===== config.mk =====
export PLATFORM = sky130hd
export DESIGN_NAME = half_duplex_nine_bit_uart
export DESIGN_NICKNAME = d
export VERILOG_FILES = /design/src/uart9_pkg.sv /design/src/half_duplex_nine_bit_uart.sv
export SDC_FILE = /design/constraint.sdc
export NUM_CORES = 1
export LEC_CHECK = 0
export BUFFER_PORTS_ARGS = -buffer_cell sky130_fd_sc_hd__buf_2
export CAP_MARGIN = 40
export CORE_ASPECT_RATIO = 0.8
export CORE_MARGIN = 2
export CORE_UTILIZATION = 40
export CTS_CLUSTER_DIAMETER = 50
export DETAILED_ROUTE_END_ITERATION = 10
export GPL_TIMING_DRIVEN = 0
export PLACE_DENSITY = 0.67
export SLEW_MARGIN = 20
export SYNTH_ARGS = -nofsm -noshare
export SYNTH_HDL_FRONTEND = slang
export SYNTH_SLANG_ARGS = --single-unit

===== constraint.sdc =====
create_clock -name clk -period 2.8 [get_ports clk]
set_clock_uncertainty 0.2 [all_clocks]
set_input_delay 0.7 -clock clk [delete_from_list [all_inputs] [get_ports clk]]
set_output_delay 0.7 -clock clk [all_outputs]
set_load 0.005 [all_outputs]

===== src/uart9_pkg.sv =====
package uart9_pkg;
	localparam logic [11:0] DATA_INDEX = 12'h0d6;
	localparam logic [11:0] CTRL_INDEX = 12'h0d7;
	localparam logic [31:0] DATA_ADDR = {18'h0, DATA_INDEX, 2'b00};
	localparam logic [31:0] CTRL_ADDR = {18'h0, CTRL_INDEX, 2'b00};

	localparam int CR_RX_READY = 7;
	localparam int CR_TX_EMPTY = 6;
	localparam int CR_RX_IEN = 5;
	localparam int CR_TX_IEN = 4;
	localparam int CR_BAUD_HI = 3;
	localparam int CR_BAUD_LO = 1;
	localparam int CR_NINTH = 0;

	localparam logic [7:0] CTRL_RESET = 8'h00;
	localparam logic [7:0] DATA_RESET = 8'h00;

	localparam int STATES_PER_BIT = 8;
	localparam int DATA_BITS = 9;
	localparam logic [2:0] LAST_STATE = 3'h7;
	localparam logic [2:0] SAMPLE_A = 3'h3;
	localparam logic [2:0] SAMPLE_B = 3'h4;
	localparam logic [2:0] SAMPLE_C = 3'h5;
	localparam logic [3:0] LAST_BIT = 4'h8;

	localparam logic [12:0] DIV_0 = 13'h1a00;
	localparam logic [12:0] DIV_1 = 13'h0d00;
	localparam logic [12:0] DIV_2 = 13'h0680;
	localparam logic [12:0] DIV_3 = 13'h0340;
	localparam logic [12:0] DIV_4 = 13'h01a0;
	localparam logic [12:0] DIV_5 = 13'h0100;
	localparam logic [12:0] DIV_6 = 13'h00d0;

	typedef enum logic [1:0] {
		TX_IDLE = 2'b00,
		TX_START = 2'b01,
		TX_DATA = 2'b10,
		TX_STOP = 2'b11
	} tx_state_t;

	typedef enum logic [1:0] {
		RX_IDLE = 2'b00,
		RX_START = 2'b01,
		RX_DATA = 2'b10,
		RX_STOP = 2'b11
	} rx_state_t;
endpackage


===== src/half_duplex_nine_bit_uart.sv =====
// Register access over AHB-Lite was chosen for this implementation.
`timescale 1ns/1ps
// Notes on behaviour
// - Characters are start, nine data bits, stop; never send and receive together.
// - Starting a transmission aborts any reception in progress.
// - Serial output pin carries the inverse of the transmit bit stream.
// - Without output select, serial output pin follows the port register value.
// - Baud divider gives eight time states per bit.
// - Each received bit is a two-of-three vote of three samples.
// - Baud select picks divisor 6656 down to 208; code 111 reserved.
// - Data write loads and starts transmit, clears empty flag; read returns buffer.
// - Transmit asserts select, low start bit, eight bits lsb first, then ninth.
// - After ninth bit a high stop bit, then select drops.
// - Transmission end sets empty flag; interrupt if transmit enable set.
// - Writing 0 clears empty flag, writing 1 sets it as software interrupt.
// - Ninth bit holds across transmissions; reception overwrites it.
// - When not sending, watch for falling edge, then skip start bit.
// - After nine bits wait one stop bit, then move into receive buffer.
// - Moving data into the buffer sets ready flag; interrupt if enabled.
// - Each interrupt has its own enable; flags tell the source.
// - The transceiver clock keeps running in the processor wait mode; here the divider stops whenever ce is low.
// - Control register: ready, empty, rx enable, tx enable, baud[3:1], ninth bit.
// - Writing 0 clears ready flag; writing 1 sets it as software interrupt.
// - Baud select changes act immediately, even mid character.
module half_duplex_nine_bit_uart (
	input wire logic clk,
	input wire logic rst,
	input wire logic ce,
	input wire logic hsel,
	input wire logic [31:0] haddr,
	input wire logic [1:0] htrans,
	input wire logic hwrite,
	input wire logic [2:0] hsize,
	input wire logic [31:0] hwdata,
	input wire logic hready,
	output logic hreadyout,
	output logic hresp,
	output logic [31:0] hrdata,
	input wire logic rx_in,
	input wire logic port_out_value,
	output logic serial_out_pin,
	output logic tx_output_select,
	output logic tx_irq,
	output logic rx_irq
);
	logic wr_pend_r;
	logic rd_pend_r;
	logic [31:0] addr_r;
	logic acc;
	logic data_wr;
	logic ctrl_wr;
	logic [7:0] wbyte;

	logic rx_ready_flag;
	logic tx_empty_flag;
	logic rx_irq_enable;
	logic tx_irq_enable;
	logic [2:0] baud_select;
	logic ninth_data_bit;
	logic [7:0] rx_buffer_r;

	logic [9:0] tick_cnt_r;
	logic [9:0] tick_lim;
	logic tick;
	logic div_restart;

	uart9_pkg::tx_state_t tx_state_r;
	logic [2:0] tx_phase_r;
	logic [3:0] tx_bit_r;
	logic [8:0] tx_shift_r;
	logic tx_line;
	logic tx_done;

	uart9_pkg::rx_state_t rx_state_r;
	logic [2:0] rx_phase_r;
	logic [3:0] rx_bit_r;
	logic [8:0] rx_shift_r;
	logic [2:0] rx_votes_r;
	logic rx_prev_r;
	logic rx_edge;
	logic rx_done;
	logic vote;

	assign hreadyout = 1'b1;
	assign hresp = 1'b0;
	assign acc = hsel & htrans[1] & hready;
	assign wbyte = hwdata[7:0];
	assign data_wr = wr_pend_r & (addr_r == uart9_pkg::DATA_ADDR);
	assign ctrl_wr = wr_pend_r & (addr_r == uart9_pkg::CTRL_ADDR);

	// Bus address phase capture
	always_ff @(posedge clk) begin
		if (rst) begin
			wr_pend_r <= 1'b0;
			rd_pend_r <= 1'b0;
			addr_r <= 32'h0;
		end else if (ce) begin
			wr_pend_r <= acc & hwrite;
			rd_pend_r <= acc & ~hwrite;
			if (acc) begin
				addr_r <= {haddr[31:2], 2'b00};
			end
		end
	end

	// Read data; unmapped reads as zero
	always_comb begin
		hrdata = 32'h0;
		if (rd_pend_r) begin
			if (addr_r == uart9_pkg::DATA_ADDR) begin
				hrdata = {24'h0, rx_buffer_r};
			end else if (addr_r == uart9_pkg::CTRL_ADDR) begin
				hrdata = {24'h0, rx_ready_flag, tx_empty_flag, rx_irq_enable,
					tx_irq_enable, baud_select, ninth_data_bit};
			end
		end
	end

	// Enables and baud select
	always_ff @(posedge clk) begin
		if (rst) begin
			rx_irq_enable <= uart9_pkg::CTRL_RESET[uart9_pkg::CR_RX_IEN];
			tx_irq_enable <= uart9_pkg::CTRL_RESET[uart9_pkg::CR_TX_IEN];
			baud_select <= uart9_pkg::CTRL_RESET[uart9_pkg::CR_BAUD_HI:uart9_pkg::CR_BAUD_LO];
		end else if (ce && ctrl_wr) begin
			rx_irq_enable <= wbyte[uart9_pkg::CR_RX_IEN];
			tx_irq_enable <= wbyte[uart9_pkg::CR_TX_IEN];
			baud_select <= wbyte[uart9_pkg::CR_BAUD_HI:uart9_pkg::CR_BAUD_LO];
		end
	end

	// Receive ready flag; hardware set wins
	always_ff @(posedge clk) begin
		if (rst) begin
			rx_ready_flag <= uart9_pkg::CTRL_RESET[uart9_pkg::CR_RX_READY];
		end else if (ce) begin
			if (rx_done) begin
				rx_ready_flag <= 1'b1;
			end else if (ctrl_wr) begin
				rx_ready_flag <= wbyte[uart9_pkg::CR_RX_READY];
			end
		end
	end

	// Transmit empty flag; hardware set wins
	always_ff @(posedge clk) begin
		if (rst) begin
			tx_empty_flag <= uart9_pkg::CTRL_RESET[uart9_pkg::CR_TX_EMPTY];
		end else if (ce) begin
			if (tx_done) begin
				tx_empty_flag <= 1'b1;
			end else if (data_wr) begin
				tx_empty_flag <= 1'b0;
			end else if (ctrl_wr) begin
				tx_empty_flag <= wbyte[uart9_pkg::CR_TX_EMPTY];
			end
		end
	end

	// Ninth bit: programmed value kept, received bit overwrites
	always_ff @(posedge clk) begin
		if (rst) begin
			ninth_data_bit <= uart9_pkg::CTRL_RESET[uart9_pkg::CR_NINTH];
		end else if (ce) begin
			if (rx_done) begin
				ninth_data_bit <= rx_shift_r[8];
			end else if (ctrl_wr) begin
				ninth_data_bit <= wbyte[uart9_pkg::CR_NINTH];
			end
		end
	end

	// Receive buffer
	always_ff @(posedge clk) begin
		if (rst) begin
			rx_buffer_r <= uart9_pkg::DATA_RESET;
		end else if (ce && rx_done) begin
			rx_buffer_r <= rx_shift_r[7:0];
		end
	end

	// Interrupt requests, each gated by its own enable
	assign tx_irq = tx_empty_flag & tx_irq_enable;
	assign rx_irq = rx_ready_flag & rx_irq_enable;

	// Divisor per baud code, in clocks per time state
	always_comb begin
		case (baud_select)
			3'h0: tick_lim = uart9_pkg::DIV_0[12:3];
			3'h1: tick_lim = uart9_pkg::DIV_1[12:3];
			3'h2: tick_lim = uart9_pkg::DIV_2[12:3];
			3'h3: tick_lim = uart9_pkg::DIV_3[12:3];
			3'h4: tick_lim = uart9_pkg::DIV_4[12:3];
			3'h5: tick_lim = uart9_pkg::DIV_5[12:3];
			3'h6: tick_lim = uart9_pkg::DIV_6[12:3];
			default: tick_lim = uart9_pkg::DIV_6[12:3];
		endcase
	end

	assign tick = (tick_cnt_r >= tick_lim - 10'h1);
	assign div_restart = data_wr | rx_edge;

	// Time-state divider, gated by ce like all other logic; it only advances while ce is high
	always_ff @(posedge clk) begin
		if (rst) begin
			tick_cnt_r <= 10'h0;
		end else if (ce) begin
			if (div_restart || tick) begin
				tick_cnt_r <= 10'h0;
			end else begin
				tick_cnt_r <= tick_cnt_r + 10'h1;
			end
		end
	end

	assign tx_done = (tx_state_r == uart9_pkg::TX_STOP) & tick
		& (tx_phase_r == uart9_pkg::LAST_STATE);

	// Transmitter
	always_ff @(posedge clk) begin
		if (rst) begin
			tx_state_r <= uart9_pkg::TX_IDLE;
			tx_phase_r <= 3'h0;
			tx_bit_r <= 4'h0;
			tx_shift_r <= 9'h1ff;
		end else if (ce) begin
			if (data_wr) begin
				tx_state_r <= uart9_pkg::TX_START;
				tx_phase_r <= 3'h0;
				tx_bit_r <= 4'h0;
				tx_shift_r <= {ninth_data_bit, wbyte};
			end else if (tick) begin
				tx_phase_r <= tx_phase_r + 3'h1;
				if (tx_phase_r == uart9_pkg::LAST_STATE) begin
					case (tx_state_r)
						uart9_pkg::TX_START: begin
							tx_state_r <= uart9_pkg::TX_DATA;
						end
						uart9_pkg::TX_DATA: begin
							tx_shift_r <= {1'b1, tx_shift_r[8:1]};
							tx_bit_r <= tx_bit_r + 4'h1;
							if (tx_bit_r == uart9_pkg::LAST_BIT) begin
								tx_state_r <= uart9_pkg::TX_STOP;
							end
						end
						uart9_pkg::TX_STOP: begin
							tx_state_r <= uart9_pkg::TX_IDLE;
						end
						default: begin
							tx_state_r <= uart9_pkg::TX_IDLE;
						end
					endcase
				end
			end
		end
	end

	always_comb begin
		case (tx_state_r)
			uart9_pkg::TX_START: tx_line = 1'b0;
			uart9_pkg::TX_DATA: tx_line = tx_shift_r[0];
			default: tx_line = 1'b1;
		endcase
	end

	assign tx_output_select = (tx_state_r != uart9_pkg::TX_IDLE);
	assign serial_out_pin = tx_output_select ? ~tx_line : port_out_value;

	// Receiver: edge detect only while not sending
	assign rx_edge = rx_prev_r & ~rx_in & (rx_state_r == uart9_pkg::RX_IDLE)
		& ~tx_output_select & ~data_wr;
	assign vote = (rx_votes_r[0] & rx_votes_r[1]) | (rx_votes_r[0] & rx_votes_r[2])
		| (rx_votes_r[1] & rx_votes_r[2]);
	assign rx_done = (rx_state_r == uart9_pkg::RX_STOP) & tick
		& (rx_phase_r == uart9_pkg::LAST_STATE) & ~data_wr;

	always_ff @(posedge clk) begin
		if (rst) begin
			rx_prev_r <= 1'b1;
		end else if (ce) begin
			rx_prev_r <= rx_in;
		end
	end

	always_ff @(posedge clk) begin
		if (rst) begin
			rx_votes_r <= 3'h0;
		end else if (ce && tick) begin
			case (rx_phase_r)
				uart9_pkg::SAMPLE_A: rx_votes_r[0] <= rx_in;
				uart9_pkg::SAMPLE_B: rx_votes_r[1] <= rx_in;
				uart9_pkg::SAMPLE_C: rx_votes_r[2] <= rx_in;
				default: rx_votes_r <= rx_votes_r;
			endcase
		end
	end

	always_ff @(posedge clk) begin
		if (rst) begin
			rx_state_r <= uart9_pkg::RX_IDLE;
			rx_phase_r <= 3'h0;
			rx_bit_r <= 4'h0;
			rx_shift_r <= 9'h0;
		end else if (ce) begin
			if (data_wr || tx_output_select) begin
				rx_state_r <= uart9_pkg::RX_IDLE;
				rx_phase_r <= 3'h0;
			end else if (rx_edge) begin
				rx_state_r <= uart9_pkg::RX_START;
				rx_phase_r <= 3'h0;
				rx_bit_r <= 4'h0;
			end else if (tick && rx_state_r != uart9_pkg::RX_IDLE) begin
				rx_phase_r <= rx_phase_r + 3'h1;
				if (rx_phase_r == uart9_pkg::LAST_STATE) begin
					case (rx_state_r)
						uart9_pkg::RX_START: begin
							rx_state_r <= uart9_pkg::RX_DATA;
						end
						uart9_pkg::RX_DATA: begin
							rx_shift_r <= {vote, rx_shift_r[8:1]};
							rx_bit_r <= rx_bit_r + 4'h1;
							if (rx_bit_r == uart9_pkg::LAST_BIT) begin
								rx_state_r <= uart9_pkg::RX_STOP;
							end
						end
						uart9_pkg::RX_STOP: begin
							rx_state_r <= uart9_pkg::RX_IDLE;
						end
						default: begin
							rx_state_r <= uart9_pkg::RX_IDLE;
						end
					endcase
				end
			end
		end
	end
endmodule


-- Yosys cells after proc, flatten, opt, wreduce, memory -nomap -nowiden
Cells that the tools add are included.
- register bits after elaboration: 98
- output and inout bits: 38
- logic and storage cells: 157
- add/subtract/negate cells: 6
- $lt $le $gt $ge: 1
- eq/ne operators: 22
- mux-type cells: 42
- bitwise logic cells: 30
- reductions and logical operators: 33
- operator list (operator ; number):
    $eq 30x8->1 const B ; 2
    $pmux 10 s6 ; 1
    $mux 9 ; 4
    $mux 4 ; 8
    $mux 8 ; 3
    $and 1x1->1 ; 20
    $eq 3x3->1 const B ; 6
    $mux 2 ; 9
    $reduce_bool 2->1 ; 9
    $reduce_and 2->1 ; 8
    $mux 3 ; 5
    $reduce_and 4->1 ; 3
    $add 10x1->10 const B ; 1
    $ge 10x10->1 ; 1
    $mux 10 ; 1
    $sub 10x1->10 const B ; 1
    $eq 3x2->1 const B ; 3
    $reduce_bool 3->1 ; 3
    $add 4x1->4 const B ; 2
    $eq 2x2->1 const B ; 4
    $eq 4x4->1 const B ; 2
    $mux 1 ; 8
    $pmux 2 s2 ; 2
    $not 1->1 ; 7
    13 further kinds ; 21

-- Logic depth before layout (Yosys ltp)
- depth in word-level cells: 9
- depth in mapped cells: 12
- mapped depth without buffers: 10

-- Least setup slack after synthesis
No wires, ideal clock.
- path type: register to register
- start point: register baud_select[1]
- end point: register rx_ready_flag
- arrival: 2520 ps
- slack: -42 ps
- stages on the path, launching flop included: 12
- cell sequence: dfxtp_1 clkbuf_1 inv_1 nor2_1 a22o_1 ha_1 a211oi_1 o22ai_1 o2111ai_1 nor3_4 or3_1 o311a_1
- longest elaborated chain between the ends: 9
- elaborated cells between the ends (all ways): 15
- ends and longest elaborated chain (what ; line ; RTL):
    start: declaration ; half_duplex_nine_bit_uart.sv:58 ; logic [2:0] baud_select;
    start signal: assignment ; half_duplex_nine_bit_uart.sv:124 ; baud_select <= uart9_pkg::CTRL_RESET[uart9_pkg::CR_BAUD_HI:uart9_pkg::CR_BAUD_LO];
    start signal: assignment ; half_duplex_nine_bit_uart.sv:128 ; baud_select <= wbyte[uart9_pkg::CR_BAUD_HI:uart9_pkg::CR_BAUD_LO];
    $eq 3x3->1, or another cell as far along ; half_duplex_nine_bit_uart.sv:188 ; case (baud_select)
    $pmux 10 s6 * ; half_duplex_nine_bit_uart.sv:188 ;
    $sub 10x1->10 * ; half_duplex_nine_bit_uart.sv:200 ; assign tick = (tick_cnt_r >= tick_lim - 10'h1);
    $ge 10x10->1 * ; half_duplex_nine_bit_uart.sv:200 ;
    $and 1x1->1 * ; half_duplex_nine_bit_uart.sv:274 ; assign rx_done = (rx_state_r == uart9_pkg::RX_STOP) & tick
    $and 1x1->1 * (2 in a row) ; half_duplex_nine_bit_uart.sv:275 ; & (rx_phase_r == uart9_pkg::LAST_STATE) & ~data_wr;
    $reduce_bool 2->1 (no source line) ; - ;
    $reduce_and 2->1 (no source line) ; - ;
    end signal: assignment ; half_duplex_nine_bit_uart.sv:135 ; rx_ready_flag <= uart9_pkg::CTRL_RESET[uart9_pkg::CR_RX_READY];
    end signal: assignment ; half_duplex_nine_bit_uart.sv:140 ; rx_ready_flag <= wbyte[uart9_pkg::CR_RX_READY];
    end: declaration ; half_duplex_nine_bit_uart.sv:54 ; logic rx_ready_flag;
Mark *: on every way between the ends. The rest lies on a longest branch, timed or not.
A chain may end at the register's enable or synchronous reset.

-- Worst setup path in the final report
- start point: register addr_r[16]
- end point: output hrdata[6]
- longest elaborated chain between the ends: 4
- elaborated cells between the ends (all ways): 5
- ends and longest elaborated chain (what ; line ; RTL):
    start: declaration ; half_duplex_nine_bit_uart.sv:48 ; logic [31:0] addr_r;
    start signal: assignment ; half_duplex_nine_bit_uart.sv:101 ; addr_r <= {haddr[31:2], 2'b00};
    $eq 30x8->1 ; half_duplex_nine_bit_uart.sv:112 ; end else if (addr_r == uart9_pkg::CTRL_ADDR) begin
    $mux 8 ; half_duplex_nine_bit_uart.sv:112 ;
    $mux 8 * ; half_duplex_nine_bit_uart.sv:110 ; if (addr_r == uart9_pkg::DATA_ADDR) begin
    $mux 8 * ; half_duplex_nine_bit_uart.sv:109 ; if (rd_pend_r) begin
    end: declaration ; half_duplex_nine_bit_uart.sv:38 ; output logic [31:0] hrdata,
Marked as above.

==> metrics.txt <==
slowest cell on the critical path dfxtp_4; CP delay by family, top simple AND/OR/NAND/NOR gates; Critical Path, Cell by Cell nor4_4, nand3_2, nor4_4, nand2_1, buf_6, nor2_1, buf_2; Initial DRC Count 237; number of synthesized flops with an enable pin 0; hold slack final 0.2649 ns; hold path start addr_r[8]; Sw Share 0.2348; clk slew on worst S/H paths 0.07 ns; die area 13610 um^2; final WL 12560 um; worst path arrival time 1.92 ns; Synth area leaders dfxtp_1 (39%), mux2i_1 (8.7%), ha_1 (6.9%); post-synth top area share 0.3866; R2R setup slack 0.05 ns; Worst-Skew Late Latency 0.34 ns; n_diodes 0; Final Non-Filler Cells 868; post-synthesis mux area share 0.08900; final setup vio count 6; largest fanout on the critical path 8; layout cells sized above 1 0.2855; sequential-to-total area share from yosys stat 0.3866; Worst Path Required 1.90 ns; num rows 36; Lkg Pwr 2.555 nW; pin count of the biggest net entering global routing 16; power share of the clock group 0.411; Synth Area in Adders 0.06903; IO Pins 115; asr flop ratio synth 0; initial antenna violation count 0; Inst Count DP 830; CTS max path bufs 2; post-synthesis simple-gate area fraction 0.2253; clk root buf clkbuf_16; WP buf/inv 2; Tot GR Track Use 0.1858; leading area contributor after synthesis dfxtp_1; part of the power in registers 0.510; Die Wd 129.9 um; Fmax 355.2 MHz; initial core utilization 0.4127; cell depth of the worst hold path 2; post-synthesis xor/xnor area fraction 0.01898; Min-Delay Path Class flip-flop to flip-flop; most frequent cell after synthesis dfxtp_1; DRC Markers 0; compound-gate portion of the synthesized area 0.1248; register bit total from synthesis 98; Max-cap violations 0; Final period util 1.005; Post-Syn Area 5075 um^2; worst slack at placement -0.7010 ns; vias per cell 5.157; most frequent cells after synthesis dfxtp_1 (98), nand2_1 (81), nor2_1 (59), mux2i_1 (44), a21oi_1 (42); RSZ-0062 raised after global routing true; fillers 1089; failing checks negative setup slack; hold endpoint addr_r[8]; Slew @ Worst Pin 0.6602 ns; final core occ 0.5266; CTS tree yes; post-DR wirelength/cell 14.47 um; # H-tree levels 3; DR pass1 iterations 5; Critical Path End Type output pin; r2r startpoint baud_select[1]; most numerous cell on the critical path nor4_4; CP Launch Type flip-flop; IO buf count 57; worst path setup slack after routing -0.01510 ns; clock sinks 98; total CTS buffers 9; combinational share of power 0.079; vias in the first global route 4217; nets@finish 797; Die Y 104.7 um; Syn Inst Count 578; core area 12300 um^2; cell count of the worst reg-to-reg path 11; Final HPWL DP 9262 um; Tmin final 2.815 ns; cell area after layout 6475 um^2; run status complete, but fails checks; Post-DP Area 5670 um^2; syn_area_per_cell 8.780 um^2; Relative slew margins 0.5599; largest family of logic cells by synthesized area simple AND/OR/NAND/NOR gates; prevailing post-synth register cell dfxtp_1; max incr delay on CP 0.35 ns; Hold-fix buffers, CTS 0; Via Count 4476; antenna-violating nets left 0; Syn. warnings 0; first-pass GRT wire length 20000 um; Slew Viols, Final 0; P_sw 0.6537 mW; Max IR drop VDD 0.3584 mV; remaining global-route overflow 0; Distinct cells, synth 68; Total Power 2.784 mW; classification of the worst setup path flip-flop to output pin; setup TNS -0.04520 ns; cell-internal power 2.130 mW; Placer Congestion 0.8772; Layout area overhead 27.59%; Final Hold Vio Count 0; RR Endpoint rx_ready_flag; Power per Cell Area 429.9 nW/um^2
state kept, by name (all words and copies together) (netlist names), 2 cells and up:
signal and cells:
rx_state_r 2, tx_state_r 2, rx_phase_r 3, rx_bit_r 4, baud_select 3, rx_shift_r 9, rx_buffer_r 8, tick_cnt_r 10
addr_r 30, rx_votes_r 3, tx_phase_r 3, tx_shift_r 9, tx_bit_r 4
area by class of cell:
class	count	area, um^2	area share
multi-input cells	431	3092	0.4775
flip-flops and latches	98	1984	0.3065
repair buffers	80	488.0	0.07536
plain buffers	52	347.8	0.05372
clock buffers	12	246.5	0.03807
well taps	171	214.0	0.03304
inverters	20	75.07	0.01159
clock inverters	4	27.53	0.004251
worst max-delay path by stage:
stage	from	end	slack [ns]	cells past startpoint
finish	addr_r[16]	hrdata[6]	-0.02	7
global route	addr_r[16]	hrdata[6]	-0.11	7
CTS	addr_r[26]	hrdata[6]	-0.07	6
detailed placement	baud_select[1]	rx_shift_r[1]	-0.70	12
global placement	baud_select[1]	rx_shift_r[2]	-0.64	12
floorplan	baud_select[1]	rx_shift_r[0]	-0.03	12
metal layers:
metal  track usage  routed length, um  vias up
met1        0.2370               5679     2141
met5             0                  0        -
met2        0.3070               6065      107
met4       0.06375                276        0
li1              -                  -     2204
met3       0.04301                537       24
layout by cell type, fill, tap and decap left out, types with 4 or more instances in the layout:
cell	synthesis	routed
nor3_1	12	11
a21oi_1	42	41
a31oi_1	8	8
and3_1	4	4
mux2i_1	44	43
ha_1	28	24
buf_6	3	7
xor2_1	9	9
dfxtp_1	98	88
conb_1	2	26
buf_2	1	57
and4_1	4	4
o21ai_0	9	6
a22oi_1	4	4
clkbuf_16	0	9
nand2_1	81	80
dfxtp_2	0	6
nand4_1	11	11
nand3_1	10	8
clkbuf_1	16	16
dfxtp_4	0	4
inv_1	19	18
nor2_1	59	54
buf_4	29	48
power by group through the flow:
| stage | combinational (mW) | clock, mW | sequential, mW |
|---|---|---|---|
| after CTS | 0.200 | 1.17 | 1.42 |
| after global routing | 0.240 | 1.23 | 1.42 |
| final | 0.219 | 1.14 | 1.42 |
| after floorplan | 0.127 | 0 | 1.45 |
| after detailed placement | 0.194 | 0 | 1.45 |
| after global placement | 0.191 | 0 | 1.45 |
worst min-delay path: cells and delay by family (launching register included):
family / cells / cell delay [ns]
AOI/OAI and AO/OA: 1 / 0.05
DFF: 1 / 0.33
and+or+nand+nor: 1 / 0.05
cell families after synthesis:
| kind of cell | count (synthesis) |
|---|---|
| DFF | 98 |
| adders and majority gates | 28 |
| other | 2 |
| AOI/OAI and AO/OA | 97 |
| and+or+nand+nor | 223 |
| buffers and inverters | 74 |
| xor gates and xnor gates | 11 |
| muxes | 45 |
repair_timing:
| item | CTS | global route |
|---|---|---|
| endpoints found under the hold margin | 0 | 0 |
| gates resized for setup | 34 | 39 |
| pin swaps | 21 | 20 |
| gates cloned | 0 | 1 |
| buffers inserted | 9 | 14 |
| endpoints found under the setup margin | 68 | 61 |
Power figures use the tool's default switching activity.
